### config.mk
export PLATFORM = sky130hd
export DESIGN_NAME = vectored_interrupt_controller
export DESIGN_NICKNAME = d
export VERILOG_FILES = /design/src/common/vic_pkg.sv /design/src/common/prio_if.sv /design/src/design/req_capture.sv /design/src/design/prio_resolve.sv /design/src/design/vectored_interrupt_controller.sv
export SDC_FILE = /design/constraint.sdc
export NUM_CORES = 1
export LEC_CHECK = 0
export ABC_AREA = 1
export BUFFER_PORTS_ARGS = -buffer_cell sky130_fd_sc_hd__clkbuf_2
export CAP_MARGIN = 25
export CORE_MARGIN = 5
export CORE_UTILIZATION = 40
export CTS_BUF_LIST = sky130_fd_sc_hd__clkbuf_2 sky130_fd_sc_hd__clkbuf_4 sky130_fd_sc_hd__clkbuf_8
export DETAILED_ROUTE_END_ITERATION = 7
export PLACE_DENSITY_LB_ADDON = 0.2
export SETUP_SLACK_MARGIN = 0.4
export SYNTH_ARGS = -nofsm -noshare
export SYNTH_HDL_FRONTEND = slang
export SYNTH_SLANG_ARGS = --single-unit
### constraint.sdc
create_clock -name clk_sys -period 7.88 [get_ports clk_sys]
set_clock_uncertainty 0.1 [all_clocks]
set_input_delay 1.182 -clock clk_sys [delete_from_list [all_inputs] [get_ports clk_sys]]
set_output_delay 1.182 -clock clk_sys [all_outputs]
set_load 0.01 [all_outputs]
### src/common/vic_pkg.sv
package vic_pkg;
  localparam int NUM_LINES = 8;
  localparam int IDX_W = 3;
  localparam int SYNC_STAGES = 3;

  // register byte addresses
  localparam logic [7:0] ADDR_MODE = 8'h00;
  localparam logic [7:0] ADDR_STATUS = 8'h04;
  localparam logic [7:0] ADDR_MASK = 8'h08;
  localparam logic [7:0] ADDR_MASK_BIT = 8'h0c;
  localparam logic [7:0] ADDR_LATCH = 8'h10;
  localparam logic [7:0] ADDR_EV_STS = 8'h18;
  localparam logic [7:0] ADDR_EV_MSK = 8'h1c;
  localparam logic [7:0] ADDR_RESP_BASE = 8'h20;
  localparam logic [7:0] ADDR_RESP_LAST = 8'h3c;

  // mode register fields
  localparam int MODE_PRIO_BIT = 0;
  localparam int MODE_COMMON_BIT = 1;
  localparam int MODE_POLL_BIT = 2;
  localparam int MODE_RESTART_BIT = 3;
  localparam int MODE_ARM_BIT = 7;

  // single-bit mask write fields
  localparam int MBIT_IDX_LSB = 0;
  localparam int MBIT_VAL_BIT = 3;

  // status register fields
  localparam int STS_ARM_BIT = 3;
  localparam int STS_POLL_BIT = 4;
  localparam int STS_ROT_BIT = 5;
  localparam int STS_GROUP_BIT = 7;

  // event bits
  localparam int EV_W = 2;
  localparam int EV_REQ_BIT = 0;
  localparam int EV_SVC_BIT = 1;

  localparam logic [7:0] MODE_RST = 8'h00;
  localparam logic [7:0] MASK_RST = 8'hff;
  localparam logic [7:0] RESP_RST = 8'h00;
  localparam logic [IDX_W-1:0] COMMON_LINE = 3'h7;
endpackage : vic_pkg

### src/common/prio_if.sv
`timescale 1ns/1ps
interface prio_if;
  logic [vic_pkg::NUM_LINES-1:0] pend;
  logic rotating;
  logic [vic_pkg::IDX_W-1:0] last_srv;
  logic any;
  logic [vic_pkg::IDX_W-1:0] top;

  modport resolver (input pend, input rotating, input last_srv, output any, output top);
  modport user (output pend, output rotating, output last_srv, input any, input top);
endinterface : prio_if

### src/design/req_capture.sv
`timescale 1ns/1ps
module req_capture #(
  parameter int LINES = 8
) (
  input wire logic clk_sys,
  input wire logic rst_n,
  input wire logic [LINES-1:0] req_n,
  output logic [LINES-1:0] level
);
  logic [LINES-1:0] s1_q, s2_q, s3_q, lvl_q;
  logic [LINES-1:0] lvl_d;

  genvar g;
  generate
    for (g = 0; g < LINES; g++) begin : g_line
      // a change needs two agreeing samples; one-cycle spikes never reach lvl
      always_comb begin
        lvl_d[g] = (s2_q[g] == s3_q[g]) ? s3_q[g] : lvl_q[g];
      end

      always_ff @(posedge clk_sys or negedge rst_n) begin
        if (!rst_n) begin
          s1_q[g] <= 1'b0;
          s2_q[g] <= 1'b0;
          s3_q[g] <= 1'b0;
          lvl_q[g] <= 1'b0;
        end else begin
          s1_q[g] <= ~req_n[g];
          s2_q[g] <= s1_q[g];
          s3_q[g] <= s2_q[g];
          lvl_q[g] <= lvl_d[g];
        end
      end

    end
  endgenerate

  assign level = lvl_q;
endmodule : req_capture

### src/design/prio_resolve.sv
`timescale 1ns/1ps
module prio_resolve (
  prio_if.resolver bus
);
  logic [vic_pkg::IDX_W-1:0] base;
  logic [vic_pkg::IDX_W-1:0] idx;
  logic found;

  // search downward from the highest position; rotating starts just below last serviced
  always_comb begin
    base = bus.rotating ? bus.last_srv - 3'h1 : 3'h7;
    found = 1'b0;
    bus.top = 3'h0;
    idx = 3'h0;
    for (int i = 0; i < vic_pkg::NUM_LINES; i++) begin
      idx = base - i[vic_pkg::IDX_W-1:0];
      if (!found && bus.pend[idx]) begin
        found = 1'b1;
        bus.top = idx;
      end
    end
    bus.any = found;
  end
endmodule : prio_resolve

### src/design/vectored_interrupt_controller.sv
`timescale 1ns/1ps
// Operation
// - eight bus request lines are captured, prioritised and vectored.
// - the mask can be written as a whole byte or one chosen bit at a time.
// - captured requests catch both short pulses and steady levels but drop narrow spikes.
// - priority among simultaneous requests is fixed or rotating by software choice.
// - software can select a polled mode that bypasses the vectoring answer.
// - in restart mode any programmed byte is returned unchanged for any request.
// - in table mode one vector byte is returned as the low half of a table pointer.
// - a table-mode vector always has its least significant bit cleared.
// - a captured request is held until it is serviced or cleared by software.
// - any latched unmasked request raises the group interrupt while the mode register's arm bit is set and its poll bit is clear.
// - on acknowledge the highest pending request's response byte (line 7's in common mode) goes on the data bus.
// - setup goes through a command register and state is read from a status register.
// - fixed priority has line 7 highest; rotating makes the last serviced line lowest.
// - the poll bit selects polled operation with the group interrupt held off.
module vectored_interrupt_controller (
  input wire logic clk_sys,
  input wire logic rst_n,
  input wire logic wb_cyc_i,
  input wire logic wb_stb_i,
  input wire logic wb_we_i,
  input wire logic [7:0] wb_adr_i,
  input wire logic [3:0] wb_sel_i,
  input wire logic [31:0] wb_dat_i,
  output logic [31:0] wb_dat_o,
  output logic wb_ack_o,
  input wire logic [vic_pkg::NUM_LINES-1:0] vi_n,
  input wire logic inta_n,
  output logic grp_int_n,
  output logic [7:0] vec_o,
  output logic vec_oe,
  output logic irq
);
  typedef enum logic [0:0] {ACK_IDLE, ACK_HOLD} ack_state_e;

  localparam int N = vic_pkg::NUM_LINES;

  function automatic logic is_resp(input logic [7:0] adr);
    is_resp = (adr >= vic_pkg::ADDR_RESP_BASE) && (adr <= vic_pkg::ADDR_RESP_LAST)
              && (adr[1:0] == 2'h0);
  endfunction : is_resp

  logic [N-1:0] req_lvl;
  logic ack_lvl;
  logic [7:0] mode_q, mode_d;
  logic [N-1:0] mask_q, mask_d;
  logic [N-1:0] latch_q, latch_d;
  logic [vic_pkg::IDX_W-1:0] last_q, last_d;
  logic [7:0] resp_q [N];
  logic [7:0] resp_d [N];
  logic [vic_pkg::EV_W-1:0] ev_sts_q, ev_sts_d, ev_msk_q, ev_msk_d, ev_set;
  logic irq_q, irq_d;
  logic grp_int_n_q, grp_int_n_d;
  logic [7:0] vec_q, vec_d;
  logic vec_oe_q, vec_oe_d;
  ack_state_e ack_st_q, ack_st_d;
  logic wb_ack_q, wb_ack_d;
  logic [31:0] wb_dat_q, wb_dat_d;

  logic bus_req, bus_wr;
  logic rotating, common, poll, restart, armed;
  logic ack_rise, service;
  logic [N-1:0] sw_clr, svc_clr;
  logic [vic_pkg::IDX_W-1:0] resp_line;
  logic [7:0] resp_byte, status, rd_data;

  req_capture #(.LINES(N)) u_req (
    .clk_sys(clk_sys),
    .rst_n(rst_n),
    .req_n(vi_n),
    .level(req_lvl)
  );

  req_capture #(.LINES(1)) u_ack (
    .clk_sys(clk_sys),
    .rst_n(rst_n),
    .req_n(inta_n),
    .level(ack_lvl)
  );

  prio_if u_pif ();
  prio_resolve u_prio (
    .bus(u_pif.resolver)
  );

  assign rotating = mode_q[vic_pkg::MODE_PRIO_BIT];
  assign common = mode_q[vic_pkg::MODE_COMMON_BIT];
  assign poll = mode_q[vic_pkg::MODE_POLL_BIT];
  assign restart = mode_q[vic_pkg::MODE_RESTART_BIT];
  assign armed = mode_q[vic_pkg::MODE_ARM_BIT];

  // disarmed behaves as if every mask bit were set
  assign u_pif.pend = latch_q & ~mask_q & {N{armed}};
  assign u_pif.rotating = rotating;
  assign u_pif.last_srv = last_q;

  // polled mode answers no acknowledge; requests stay latched for software
  assign ack_rise = ack_lvl && (ack_st_q == ACK_IDLE);
  assign service = ack_rise && !poll && u_pif.any;

  // common vectoring always answers with line 7's entry (COMMON_LINE), whatever line is on top
  assign resp_line = common ? vic_pkg::COMMON_LINE : u_pif.top;

  always_comb begin
    resp_byte = resp_q[resp_line];
    if (!restart) begin
      resp_byte[0] = 1'b0;
    end
  end

  assign status = {u_pif.any, 1'b0, rotating, poll, armed, ~u_pif.top};

  assign bus_req = wb_cyc_i && wb_stb_i && !wb_ack_q;
  assign bus_wr = bus_req && wb_we_i && wb_sel_i[0];

  always_comb begin
    rd_data = 8'h00;
    case (wb_adr_i)
      vic_pkg::ADDR_MODE: rd_data = mode_q;
      vic_pkg::ADDR_STATUS: rd_data = status;
      vic_pkg::ADDR_MASK: rd_data = mask_q;
      vic_pkg::ADDR_LATCH: rd_data = latch_q;
      vic_pkg::ADDR_EV_STS: rd_data = {6'h00, ev_sts_q};
      vic_pkg::ADDR_EV_MSK: rd_data = {6'h00, ev_msk_q};
      default: begin
        if (is_resp(wb_adr_i)) begin
          rd_data = resp_q[wb_adr_i[4:2]];
        end
      end
    endcase
  end

  // register writes
  always_comb begin
    mode_d = mode_q;
    mask_d = mask_q;
    sw_clr = '0;
    ev_msk_d = ev_msk_q;
    for (int i = 0; i < N; i++) begin
      resp_d[i] = resp_q[i];
    end
    if (bus_wr) begin
      case (wb_adr_i)
        vic_pkg::ADDR_MODE: mode_d = wb_dat_i[7:0];
        vic_pkg::ADDR_MASK: mask_d = wb_dat_i[7:0];
        vic_pkg::ADDR_MASK_BIT: begin
          mask_d[wb_dat_i[vic_pkg::MBIT_IDX_LSB +: vic_pkg::IDX_W]] =
            wb_dat_i[vic_pkg::MBIT_VAL_BIT];
        end
        vic_pkg::ADDR_LATCH: sw_clr = wb_dat_i[N-1:0];
        vic_pkg::ADDR_EV_MSK: ev_msk_d = wb_dat_i[vic_pkg::EV_W-1:0];
        default: begin
          if (is_resp(wb_adr_i)) begin
            resp_d[wb_adr_i[4:2]] = wb_dat_i[7:0];
          end
        end
      endcase
    end
  end

  // request latch: a new capture beats a clear in the same cycle
  always_comb begin
    svc_clr = '0;
    if (service) begin
      svc_clr[u_pif.top] = 1'b1;
    end
    latch_d = (latch_q & ~(sw_clr | svc_clr)) | req_lvl;
  end

  // acknowledge sequence
  always_comb begin
    ack_st_d = ack_st_q;
    vec_d = vec_q;
    vec_oe_d = vec_oe_q;
    last_d = last_q;
    case (ack_st_q)
      ACK_IDLE: begin
        if (ack_rise) begin
          ack_st_d = ACK_HOLD;
          vec_d = resp_byte;
          vec_oe_d = !poll;
          if (service) begin
            last_d = u_pif.top;
          end
        end
      end
      ACK_HOLD: begin
        if (!ack_lvl) begin
          ack_st_d = ACK_IDLE;
          vec_oe_d = 1'b0;
        end
      end
      default: begin
        ack_st_d = ACK_IDLE;
        vec_oe_d = 1'b0;
      end
    endcase
  end

  // group interrupt is active low toward the processor
  always_comb begin
    grp_int_n_d = !(u_pif.any && !poll);
  end

  // sticky events, write one to clear; a same-cycle event wins
  always_comb begin
    ev_set = '0;
    ev_set[vic_pkg::EV_REQ_BIT] = |(req_lvl & ~latch_q);
    ev_set[vic_pkg::EV_SVC_BIT] = service;
    ev_sts_d = ev_sts_q;
    if (bus_wr && (wb_adr_i == vic_pkg::ADDR_EV_STS)) begin
      ev_sts_d = ev_sts_q & ~wb_dat_i[vic_pkg::EV_W-1:0];
    end
    ev_sts_d = ev_sts_d | ev_set;
    irq_d = |(ev_sts_q & ev_msk_q);
  end

  // every access is answered in the next cycle, unmapped ones read zero
  always_comb begin
    wb_ack_d = bus_req;
    wb_dat_d = 32'h0000_0000;
    if (bus_req && !wb_we_i) begin
      wb_dat_d = {24'h00_0000, rd_data};
    end
  end

  always_ff @(posedge clk_sys or negedge rst_n) begin
    if (!rst_n) begin
      mode_q <= vic_pkg::MODE_RST;
      mask_q <= vic_pkg::MASK_RST;
      latch_q <= '0;
      last_q <= vic_pkg::COMMON_LINE;
      for (int i = 0; i < N; i++) begin
        resp_q[i] <= vic_pkg::RESP_RST;
      end
      ev_sts_q <= '0;
      ev_msk_q <= '0;
      irq_q <= 1'b0;
      grp_int_n_q <= 1'b1;
      vec_q <= 8'h00;
      vec_oe_q <= 1'b0;
      ack_st_q <= ACK_IDLE;
      wb_ack_q <= 1'b0;
      wb_dat_q <= 32'h0000_0000;
    end else begin
      mode_q <= mode_d;
      mask_q <= mask_d;
      latch_q <= latch_d;
      last_q <= last_d;
      for (int i = 0; i < N; i++) begin
        resp_q[i] <= resp_d[i];
      end
      ev_sts_q <= ev_sts_d;
      ev_msk_q <= ev_msk_d;
      irq_q <= irq_d;
      grp_int_n_q <= grp_int_n_d;
      vec_q <= vec_d;
      vec_oe_q <= vec_oe_d;
      ack_st_q <= ack_st_d;
      wb_ack_q <= wb_ack_d;
      wb_dat_q <= wb_dat_d;
    end
  end

  assign wb_dat_o = wb_dat_q;
  assign wb_ack_o = wb_ack_q;
  assign grp_int_n = grp_int_n_q;
  assign vec_o = vec_q;
  assign vec_oe = vec_oe_q;
  assign irq = irq_q;
endmodule : vectored_interrupt_controller

; ---- Word-level counts from Yosys, hierarchy flattened
; Cells that the tools add are included.
[classes]
n_addsub = 8
magnitude_cmp = 17
eq_ne = 17
mux = 63
bitwise = 27
reduce_logical = 46
[op_table]
columns = cell, count
row1 = $mux W8, 10
row2 = $bwmux W64, 1
row3 = $bmux W8 S3, 2
row4 = $pmux W8 S6, 1
row5 = $lt A3 B4 Y1 const B, 10
row6 = $and A8 B8 Y8, 4
row7 = $mux W3, 10
row8 = $bmux W1 S3, 8
row9 = $demux W8 S3, 1
row10 = $eq A8 B5 Y1 const B, 3
row11 = $not A8 Y8, 3
row12 = $mux W1, 23
row13 = $logic_and A1 B1 Y1, 22
row14 = $eq A8 B4 Y1 const B, 2
row15 = $or A8 B8 Y8, 2
row16 = $pmux W8 S2, 1
row17 = $sub A3 B3 Y3 const B, 4
row18 = $logic_not A1 Y1, 11
row19 = $not A1 Y1, 11
row20 = $reduce_and A2 Y1, 5
row21 = $eq A1 B1 Y1, 9
row22 = $bwmux W8, 1
row23 = $eq A8 B3 Y1 const B, 1
row24 = $ge A4 B4 Y1 const B, 2
row25 = other kinds (22), 31
[word_totals]
ff_bits = 176
input_bits = 58
out_inout_bits = 44
word_cells = 235

; ---- Depth between registers and ports, before layout
; Gate-level depths: netlist of run 1.
[depth]
ltp_word = 36
depth_mapped = 26
depth_no_buf = 25

; ---- Modules after synthesis
; From an unflattened synthesis of run 1, not the netlist that was laid out.
[hier_totals]
hier_cells = 1216
hier_area_um2 = 8899.8
[by_module_without_submodules]
columns = module, n_inst, cells_each, area_per_inst_um2, seq_area_each_um2
row1 = vectored_interrupt_controller, 1, 936, 6789.0, 2917.8
row2 = prio_resolve, 1, 199, 1029.7, 0.0
row3 = req_capture at u_req, 1, 72, 960.9, 800.8
row4 = req_capture at u_ack, 1, 9, 120.1, 100.1

; ---- Least setup slack after synthesis of run 1
; Ideal clock, no wire load.
[synth_path]
path_type = in2reg
startpoint = input port wb_adr_i[2]
endpoint = register wb_dat_q[1] (netlist: wb_dat_o[1])
setup_ns = 0.143
t_arrival_ns = 2.988
required_ns = 7.637
setup_slack_ns = 4.649
stages = 10
n_path_buf = 1
path_cell_list = buf_2 > inv_1 > nor2_1 > inv_1 > nor3_1 > inv_1 > nand4_1 > inv_1 > a2111oi_0 > a221oi_1
[synth_between]
elab_chain_cells = 7
elab_cells_between_ends = 17
classes_between = order compare: 2 / eq/ne: 5 / mux: 6 / bitwise: 1 / reduce/logical: 3
[synth_rtl]
columns = element, line
row1 = start: declaration, vectored_interrupt_controller.sv:23  ; input wire logic [7:0] wb_adr_i,
row2 = branches (longest 5 deep; another with $ge A8 B6 Y1), --
row3 = $pmux W8 S6 (*), vectored_interrupt_controller.sv:119  ; case (wb_adr_i)
row4 = $mux W8 (*), vectored_interrupt_controller.sv:223  ; if (bus_req && !wb_we_i) begin
row5 = named net wb_dat_d[1], vectored_interrupt_controller.sv:59  ; logic [31:0] wb_dat_q, wb_dat_d;
row6 = end signal: assignment, vectored_interrupt_controller.sv:262  ; wb_dat_q <= wb_dat_d;
row7 = end: declaration, vectored_interrupt_controller.sv:59
; Mark *: on every way through the listed nets, which the timed path passes. The select of a mux whose other input is x is not followed.
; A chain may end at the register's enable or synchronous reset.

; ---- Final worst setup path of run 1
[layout_path]
startpoint = register last_q[0] (netlist name)
endpoint = register vec_q[4] (netlist: vec_o[4])
[layout_between]
elab_chain_cells = 31
elab_cells_between_ends = 59
classes_between = add/sub: 8 / mux: 36 / bitwise: 1 / reduce/logical: 14
[layout_rtl]
columns = element, line
row1 = start: declaration, vectored_interrupt_controller.sv:49  ; logic [vic_pkg::IDX_W-1:0] last_q, last_d;
row2 = start signal: assignment, vectored_interrupt_controller.sv:233  ; last_q <= vic_pkg::COMMON_LINE;
row3 = start signal: assignment, vectored_interrupt_controller.sv:250  ; last_q <= last_d;
row4 = $sub A3 B1 Y3 (*), prio_resolve.sv:11  ; base = bus.rotating ? bus.last_srv - 3'h1 : 3'h7;
row5 = $mux W3 (*), prio_resolve.sv:11
row6 = branches (longest 23 deep; another with $sub A3 B1 Y3), --
row7 = $mux W3 (*), prio_resolve.sv:17  ; if (!found && bus.pend[idx]) begin
row8 = $mux W3 (*), vectored_interrupt_controller.sv:103  ; assign resp_line = common ? vic_pkg::COMMON_LINE : u_pif.top;
row9 = $not A3 Y4 (implied by the code) (*), vectored_interrupt_controller.sv:106  ; resp_byte = resp_q[resp_line];
row10 = $bmux W8 S3 (*), vectored_interrupt_controller.sv:106
row11 = $mux W8 (implied by the code) (*) (2 in series), vectored_interrupt_controller.sv:106
row12 = end signal: assignment, vectored_interrupt_controller.sv:258  ; vec_q <= vec_d;
row13 = end: declaration, vectored_interrupt_controller.sv:55  ; logic [7:0] vec_q, vec_d;
; Every way passes the cells marked *. The select of a mux whose other input is x is not followed.

==> results of run 1 <==
[cell families after synthesis]
family	count (synthesis)	synth area share [%]
simple gates	469	26.7
other cells	1	0.0457
fa+ha+maj	15	2.01
flops	152	46.5
compound gates	208	14.4
mux	1	0.122
buf+inv	181	10.2
[power groups by stage]
stage	Clock [mW]	Combinational [mW]	Sequential, mW
after floorplan	0	0.0680	0.829
after global placement	0	0.112	0.830
after detailed placement	0	0.113	0.831
after CTS	0.635	0.114	0.816
after global routing	0.669	0.127	0.818
final	0.624	0.113	0.815
[layer usage]
layer / share of wire [%] / vias to the layer above / track usage (%)
met1: 47 / 3371 / 29.8
met2: 43 / 303 / 29.4
met4: 1.2 / 0 / 4.79
met3: 8.3 / 18 / 4.07
li1: - / 3476 / -
met5: 0 / - / 0
[sequential cells by signal (all words and copies together), names as in the netlist, 2 cells and up]
signal,flops
resp_q,64
latch_q,8
mask_q,8
mode_q,8
u_req.level,8
u_req.s1_q,8
u_req.s2_q,8
u_req.s3_q,8
vec_o,8
wb_dat_o,8
last_q,3
ev_msk_q,2
ev_sts_q,2
[worst paths after layout]
path / startpoint / endpoint / depth (start not counted)
min in group asynchronous: rst_n / u_req.s3_q[1] / 1
setup reg to reg: last_q[0] / vec_o[4] / 22
hold reg to reg: u_req.s1_q[7] / u_req.s2_q[7] / 0
hold / removal: u_req.s1_q[7] / u_req.s2_q[7] / 0
setup / recovery: last_q[0] / vec_o[4] / 22
max in group asynchronous: rst_n / vec_o[3] / 2
[worst max-delay path: stages, from the launching register on]
cell     delay (ns)
dfstp_2        0.57
inv_1          0.07
ha_1           0.37
nand2_4        0.11
ha_1           0.40
inv_1          0.16
nand3_1        0.12
nand2_1        0.10
nand2_1        0.05
nand2_1        0.17
nand3_1        0.13
nand2_1        0.09
inv_1          0.04
nor2_1         0.11
nand2_1        0.09
nand2_4        0.29
nand3_4        0.41
nand2_1        0.17
nand3_1        0.14
nand2_1        0.12
nand2_1        0.06
nand3_1        0.10
nand2_1        0.06
[per-stage QoR]
step	power [mW]	cell area, µm²	instances	hold slack, ns
after floorplan	0.897	8290	1050	0.231
after detailed placement	0.944	8500	1308	0.240
after global placement	0.942	8500	1308	0.232
after CTS	1.56	8910	1340	0.263
after global routing	1.62	8910	1340	0.276
final	1.55	8910	1340	0.262
[cell usage in the layout (no fill, tap or decap), types with 3 or more instances in the layout]
master,count
a21oi_1,14
conb_1,24
nand4_1,36
nand3_2,3
inv_1,112
nand3b_1,7
a221oi_1,6
ha_1,6
clkbuf_2,49
clkbuf_8,17
inv_8,8
o21ai_1,4
o21ai_0,122
dfrtp_1,140
o211ai_1,5
inv_2,5
a31oi_1,6
maj3_1,9
nor3_1,15
nand2_1,265
nand3_4,3
nand3_1,88
o22ai_1,36
nand2_4,5
nand2_2,4
dfstp_2,12
nor2_1,34
[area by class of cell]
type	count	share of cell area, %
flip-flops and latches	152	42.9
repair buffers	51	2.96
clock buffers	17	2.63
inverters	118	4.97
well taps	270	3.79
multi-input cells	717	40.8
clock inverters	15	1.97
==> results.json, run 1 <==
{
  "status": "completed",
  "cts-root-buf": "clkbuf_8",
  "synth_edf_count": 0,
  "synthFlopType": "dfrtp_1",
  "dieArea_um2": 23500,
  "ff2ff_setup_slack_ns": 3.70,
  "fin_ws_ns": 3.70,
  "cts_setup_buffers": 0,
  "antenna_found_initial": 0,
  "pwr-share-seq_pct": 52.5,
  "start_util_pct": 40.6,
  "grt_pass1_vias": 6508,
  "syn_area_per_cell_um2": 7.99,
  "p_leak_nw": 4.22,
  "syn_area_um2": 8210,
  "die_h_um": 153,
  "avgViaCountPerCell": 5.35,
  "rsz0062_at_grt": "false",
  "cp.arrival_ns": 4.43,
  "synth_top_area_share_pct": 42.7,
  "synthTopCellsByCount": "265 x nand2_1, 140 x dfrtp_1, 122 x o21ai_0",
  "holdCritPathClass": "flip-flop to flip-flop",
  "layout_min_cycle_time_ns": 4.18,
  "fin_nets": 1121,
  "grtUsageTotal_pct": 19.8,
  "grt_pass1_wl_mm": 36.7,
  "p_sw_mw": 0.450,
  "place_ws_ns": 3.57,
  "rows": 52,
  "port_buffers": 50,
  "max-cap-violations": 0,
  "syn_inst": 1027,
  "drc": 0,
  "grt_max_degree": 97,
  "hold_viol": 0,
  "core-area_um2": 20200,
  "yosys_warnings": 0,
  "ys_ff_latch": 152,
  "worst_pin_slew_ns": 0.945,
  "clkTransAtPathRegs_ns": 0.10,
  "switching_share_pct": 29.0,
  "yosysSeqAreaShare_pct": 46.5,
  "post_drt_wl_per_cell_um": 17.4,
  "async_reset_ff_share_pct": 100,
  "cts-resized-gates": 0,
  "crit_required_ns": 8.13,
  "area_delta_synth_final_pct": 8.54,
  "cts_hold_buffers": 0,
  "diodes": 0,
  "drt_pass1_iterations": 5,
  "wl_mm": 23.4,
  "routed-via-count": 7168,
  "die_w_um": 153,
  "final-seq-area_um2": 3820,
  "num-fill-cells": 2069,
  "drtIter0Drc": 774,
  "synth_cell_types": 50,
  "slew_headroom_pct": 36.9,
  "power_frac_comb_pct": 7.3,
  "clkPwrFrac_pct": 40.2,
  "cts_made_buffers": 17,
  "antenna_left": 0,
  "path_max_fanout": 30,
  "power.internal_mw": 1.10,
  "h-tree-depth": 4,
  "critPathCaptureType": "flip-flop",
  "synth_top_area_cell": "dfrtp_1",
  "io_pins": 102,
  "slew_violations": 0,
  "multi_input_area_um2": 3630,
  "critical_path_class": "flip-flop to flip-flop",
  "final-setup-viol-count": 0,
  "max_freq_ghz": 0.239,
  "cts_tree": "done",
  "clock-sinks": 152,
  "worstSkewPairLatency_ns": 0.47,
  "peakVddDrop_uv": 106,
  "place_congestion": 0.923,
  "tns_ns": 0,
  "gr-total-overflow": 0,
  "power.density_nw_per_um2": 174,
  "dp_hpwl_mm": 16.2,
  "synth_area_leaders": "dfrtp_1 43%, nand2_1 12%, o21ai_0 7.4%",
  "crit_path_start_kind": "flip-flop",
  "fin_crit_sh_pct": 53.0,
  "cts_buffer_depth": 2,
  "yosysMostFrequentCell": "nand2_1",
  "final_util_pct": 44.0,
  "drive_gt1_share_pct": 12.0
}
(Power assumes the default switching activity.)
==> run 2: changes to the inputs <==
==> constraint.sdc (replaced) <==
create_clock -name clk_sys -period 4 [get_ports clk_sys]
set_clock_uncertainty 0.1 [all_clocks]
set_input_delay 0.6 -clock clk_sys [delete_from_list [all_inputs] [get_ports clk_sys]]
set_output_delay 0.6 -clock clk_sys [all_outputs]
set_load 0.01 [all_outputs]
==> run 2 against run 1 <==
Power increased by 95%; critical endpoint is now vec_o[7]; global-route usage is 0.45 points higher; wire length is 2.1% higher; clock power grew 89%; sequential power rose by 98%; highest routed layer unchanged; design area increased by 4.9%; cell count grew 2.2%; register-to-register slack got worse by 3.1 ns; count of clock-buffer cells in the layout is the same; worst setup slack worse by 3.1 ns; via count is 2.0% higher; first-iteration DRC count is 5.2% lower.
==> results.json, run 2 (synthesis results as in run 1) <==
{
  "place_area_um2": 8640,
  "avgViaCountPerCell": 5.34,
  "worstSkewPairLatency_ns": 0.45,
  "path_max_fanout": 8,
  "peakVddDrop_uv": 166,
  "port_buffers": 50,
  "crit_required_ns": 4.29,
  "r2r_end": "vec_o[7]",
  "gr-total-overflow": 0,
  "fin_crit_sh_pct": 85.3,
  "crit_path_top_delay_cell": "dfstp_2",
  "drt_pass1_iterations": 5,
  "cp.arrival_ns": 3.70,
  "power.internal_mw": 2.17,
  "place_inst": 1324,
  "path_cells": "inv_2, ha_4, nand2_4, inv_6, ha_2, inv_1, nand4_1, nand2_2, nand3_2, nand2_4, nor2_8, nand4_4, nor2_4, nand3_2, nand2_2, nand2_4, buf_4, nand2_4, inv_4, nand2_1, nand3_1, nand3_1, nand3_1, nand2_1",
  "switching_share_pct": 28.3,
  "multi_input_area_um2": 3760,
  "clkTransAtPathRegs_ns": 0.09,
  "die_w_um": 153,
  "routed-via-count": 7309,
  "grt_pass1_wl_mm": 37.9,
  "fin_cells": 1369,
  "worst_pin_slew_ns": 0.963,
  "path_buf_inv": 5,
  "critPathCaptureType": "flip-flop",
  "final-setup-viol-count": 0,
  "start_util_pct": 40.6,
  "dieArea_um2": 23500,
  "cts_buffer_depth": 2,
  "max_stage_delay_ns": 0.57,
  "hold_viol": 0,
  "clock-sinks": 152,
  "p_sw_mw": 0.856,
  "crit_start": "last_q[0]",
  "final-seq-area_um2": 3820,
  "antenna_left": 0,
  "holdCritPathClass": "input port to asynchronous set/reset pin",
  "ff2ff_path_depth": 24,
  "cts-root-buf": "clkbuf_8",
  "rsz0062_at_grt": "false",
  "final_util_pct": 46.2,
  "fin_area_um2": 9340,
  "mostFrequentLayoutCells": "259 x nand2_1, 139 x dfrtp_1, 122 x o21ai_0, 110 x inv_1, 74 x nand3_1",
  "power_frac_comb_pct": 7.8,
  "drtIter0Drc": 734,
  "diodes": 0,
  "cp_top_family": "simple AND/OR/NAND/NOR gates",
  "largest_reg_flops": 64,
  "crit_path_start_kind": "flip-flop",
  "clkPwrFrac_pct": 39.0,
  "max-cap-violations": 0,
  "io_pins": 102,
  "rr_startpoint": "last_q[0]",
  "slew_headroom_pct": 35.7,
  "wl_mm": 23.9,
  "place_congestion": 0.903,
  "num-fill-cells": 2025,
  "layout_min_cycle_time_ns": 3.41,
  "pwr-share-seq_pct": 53.1,
  "dp_hpwl_mm": 16.6,
  "grt_pass1_vias": 6708,
  "path_common_cell": "nand2_4",
  "core-area_um2": 20200,
  "antenna_found_initial": 0,
  "status": "completed",
  "drc": 0,
  "regMostFlops": "resp_q",
  "grt_max_degree": 96,
  "final_common_cell": "nand2_1",
  "fin_nets": 1150,
  "max_freq_ghz": 0.293,
  "tns_ns": 0,
  "ff2ff_setup_slack_ns": 0.59,
  "p_leak_nw": 4.40,
  "critical_path_class": "flip-flop to flip-flop",
  "power.density_nw_per_um2": 324,
  "slew_violations": 0,
  "post_drt_wl_per_cell_um": 17.4,
  "h-tree-depth": 4,
  "rows": 52,
  "grtUsageTotal_pct": 20.3,
  "drive_gt1_share_pct": 16.7,
  "area_delta_synth_final_pct": 13.8,
  "cts_made_buffers": 17,
  "fin_hold_ws_ns": 0.115,
  "cts_tree": "done",
  "die_h_um": 153
}
## run 2: cell count changes in the layout (fill, tap and decap cells not counted), moves of 3 or more
cell,previous run,this run
buf_4,1,22
inv_8,8,3
nand2_2,4,8
ha_1,6,3
nand3_1,88,74
inv_6,2,7
nand3_2,3,17
nand2_1,265,259
buf_12,0,4
## run 2: how the worst max path moves through the flow
| stage | end | cells after the start |
|---|---|---|
| after CTS | vec_o[3] | 25 |
| after global placement | vec_o[0] | 21 |
| after detailed placement | vec_o[0] | 21 |
| final | vec_o[7] | 24 |
| after global routing | vec_o[3] | 24 |
| after floorplan | vec_o[6] | 19 |
## run 2: final cells by class
| cell class | count | area share (%) |
|---|---|---|
| flip-flops and latches | 152 | 40.9 |
| multi-input cells | 717 | 40.2 |
| repair buffers | 80 | 6.23 |
| inverters | 118 | 4.85 |
| well taps | 270 | 3.62 |
| clock buffers | 17 | 2.50 |
| clock inverters | 15 | 1.67 |
## run 2: stage by stage
step | power [mW] | setup WS, ns
6_report | 3.02 | 0.586
5_1_grt | 3.15 | 0.384
4_1_cts | 3.05 | 0.424
3_5_place_dp | 1.87 | 0.237
3_3_place_gp | 1.87 | 0.248
2_1_floorplan | 1.77 | 0.886
## run 2: what timing repair did
| action | 4_1_cts | 5_1_grt |
|---|---|---|
| hold buffers | 0 | 0 |
| gates cloned | 0 | 2 |
| pin swaps | 1 | 8 |
| setup buffers | 3 | 8 |
| setup endpoints to repair | 9 | 18 |
| resized for setup | 6 | 35 |
## run 2: power by group through the flow
stage | combinational [mW] | clock, mW | sequential [mW]
after floorplan | 0.134 | 0 | 1.63
after global placement | 0.231 | 0 | 1.63
after detailed placement | 0.233 | 0 | 1.64
after CTS | 0.234 | 1.21 | 1.61
after global routing | 0.265 | 1.28 | 1.61
final | 0.237 | 1.18 | 1.61
## run 2: routing by layer
layer,up-vias,part of all wire [%],global-route usage [%]
li1,3533,-,-
met3,24,8.1,4.16
met4,0,1.5,5.35
met1,3487,47,30.6
met2,265,44,29.7
met5,-,0,0
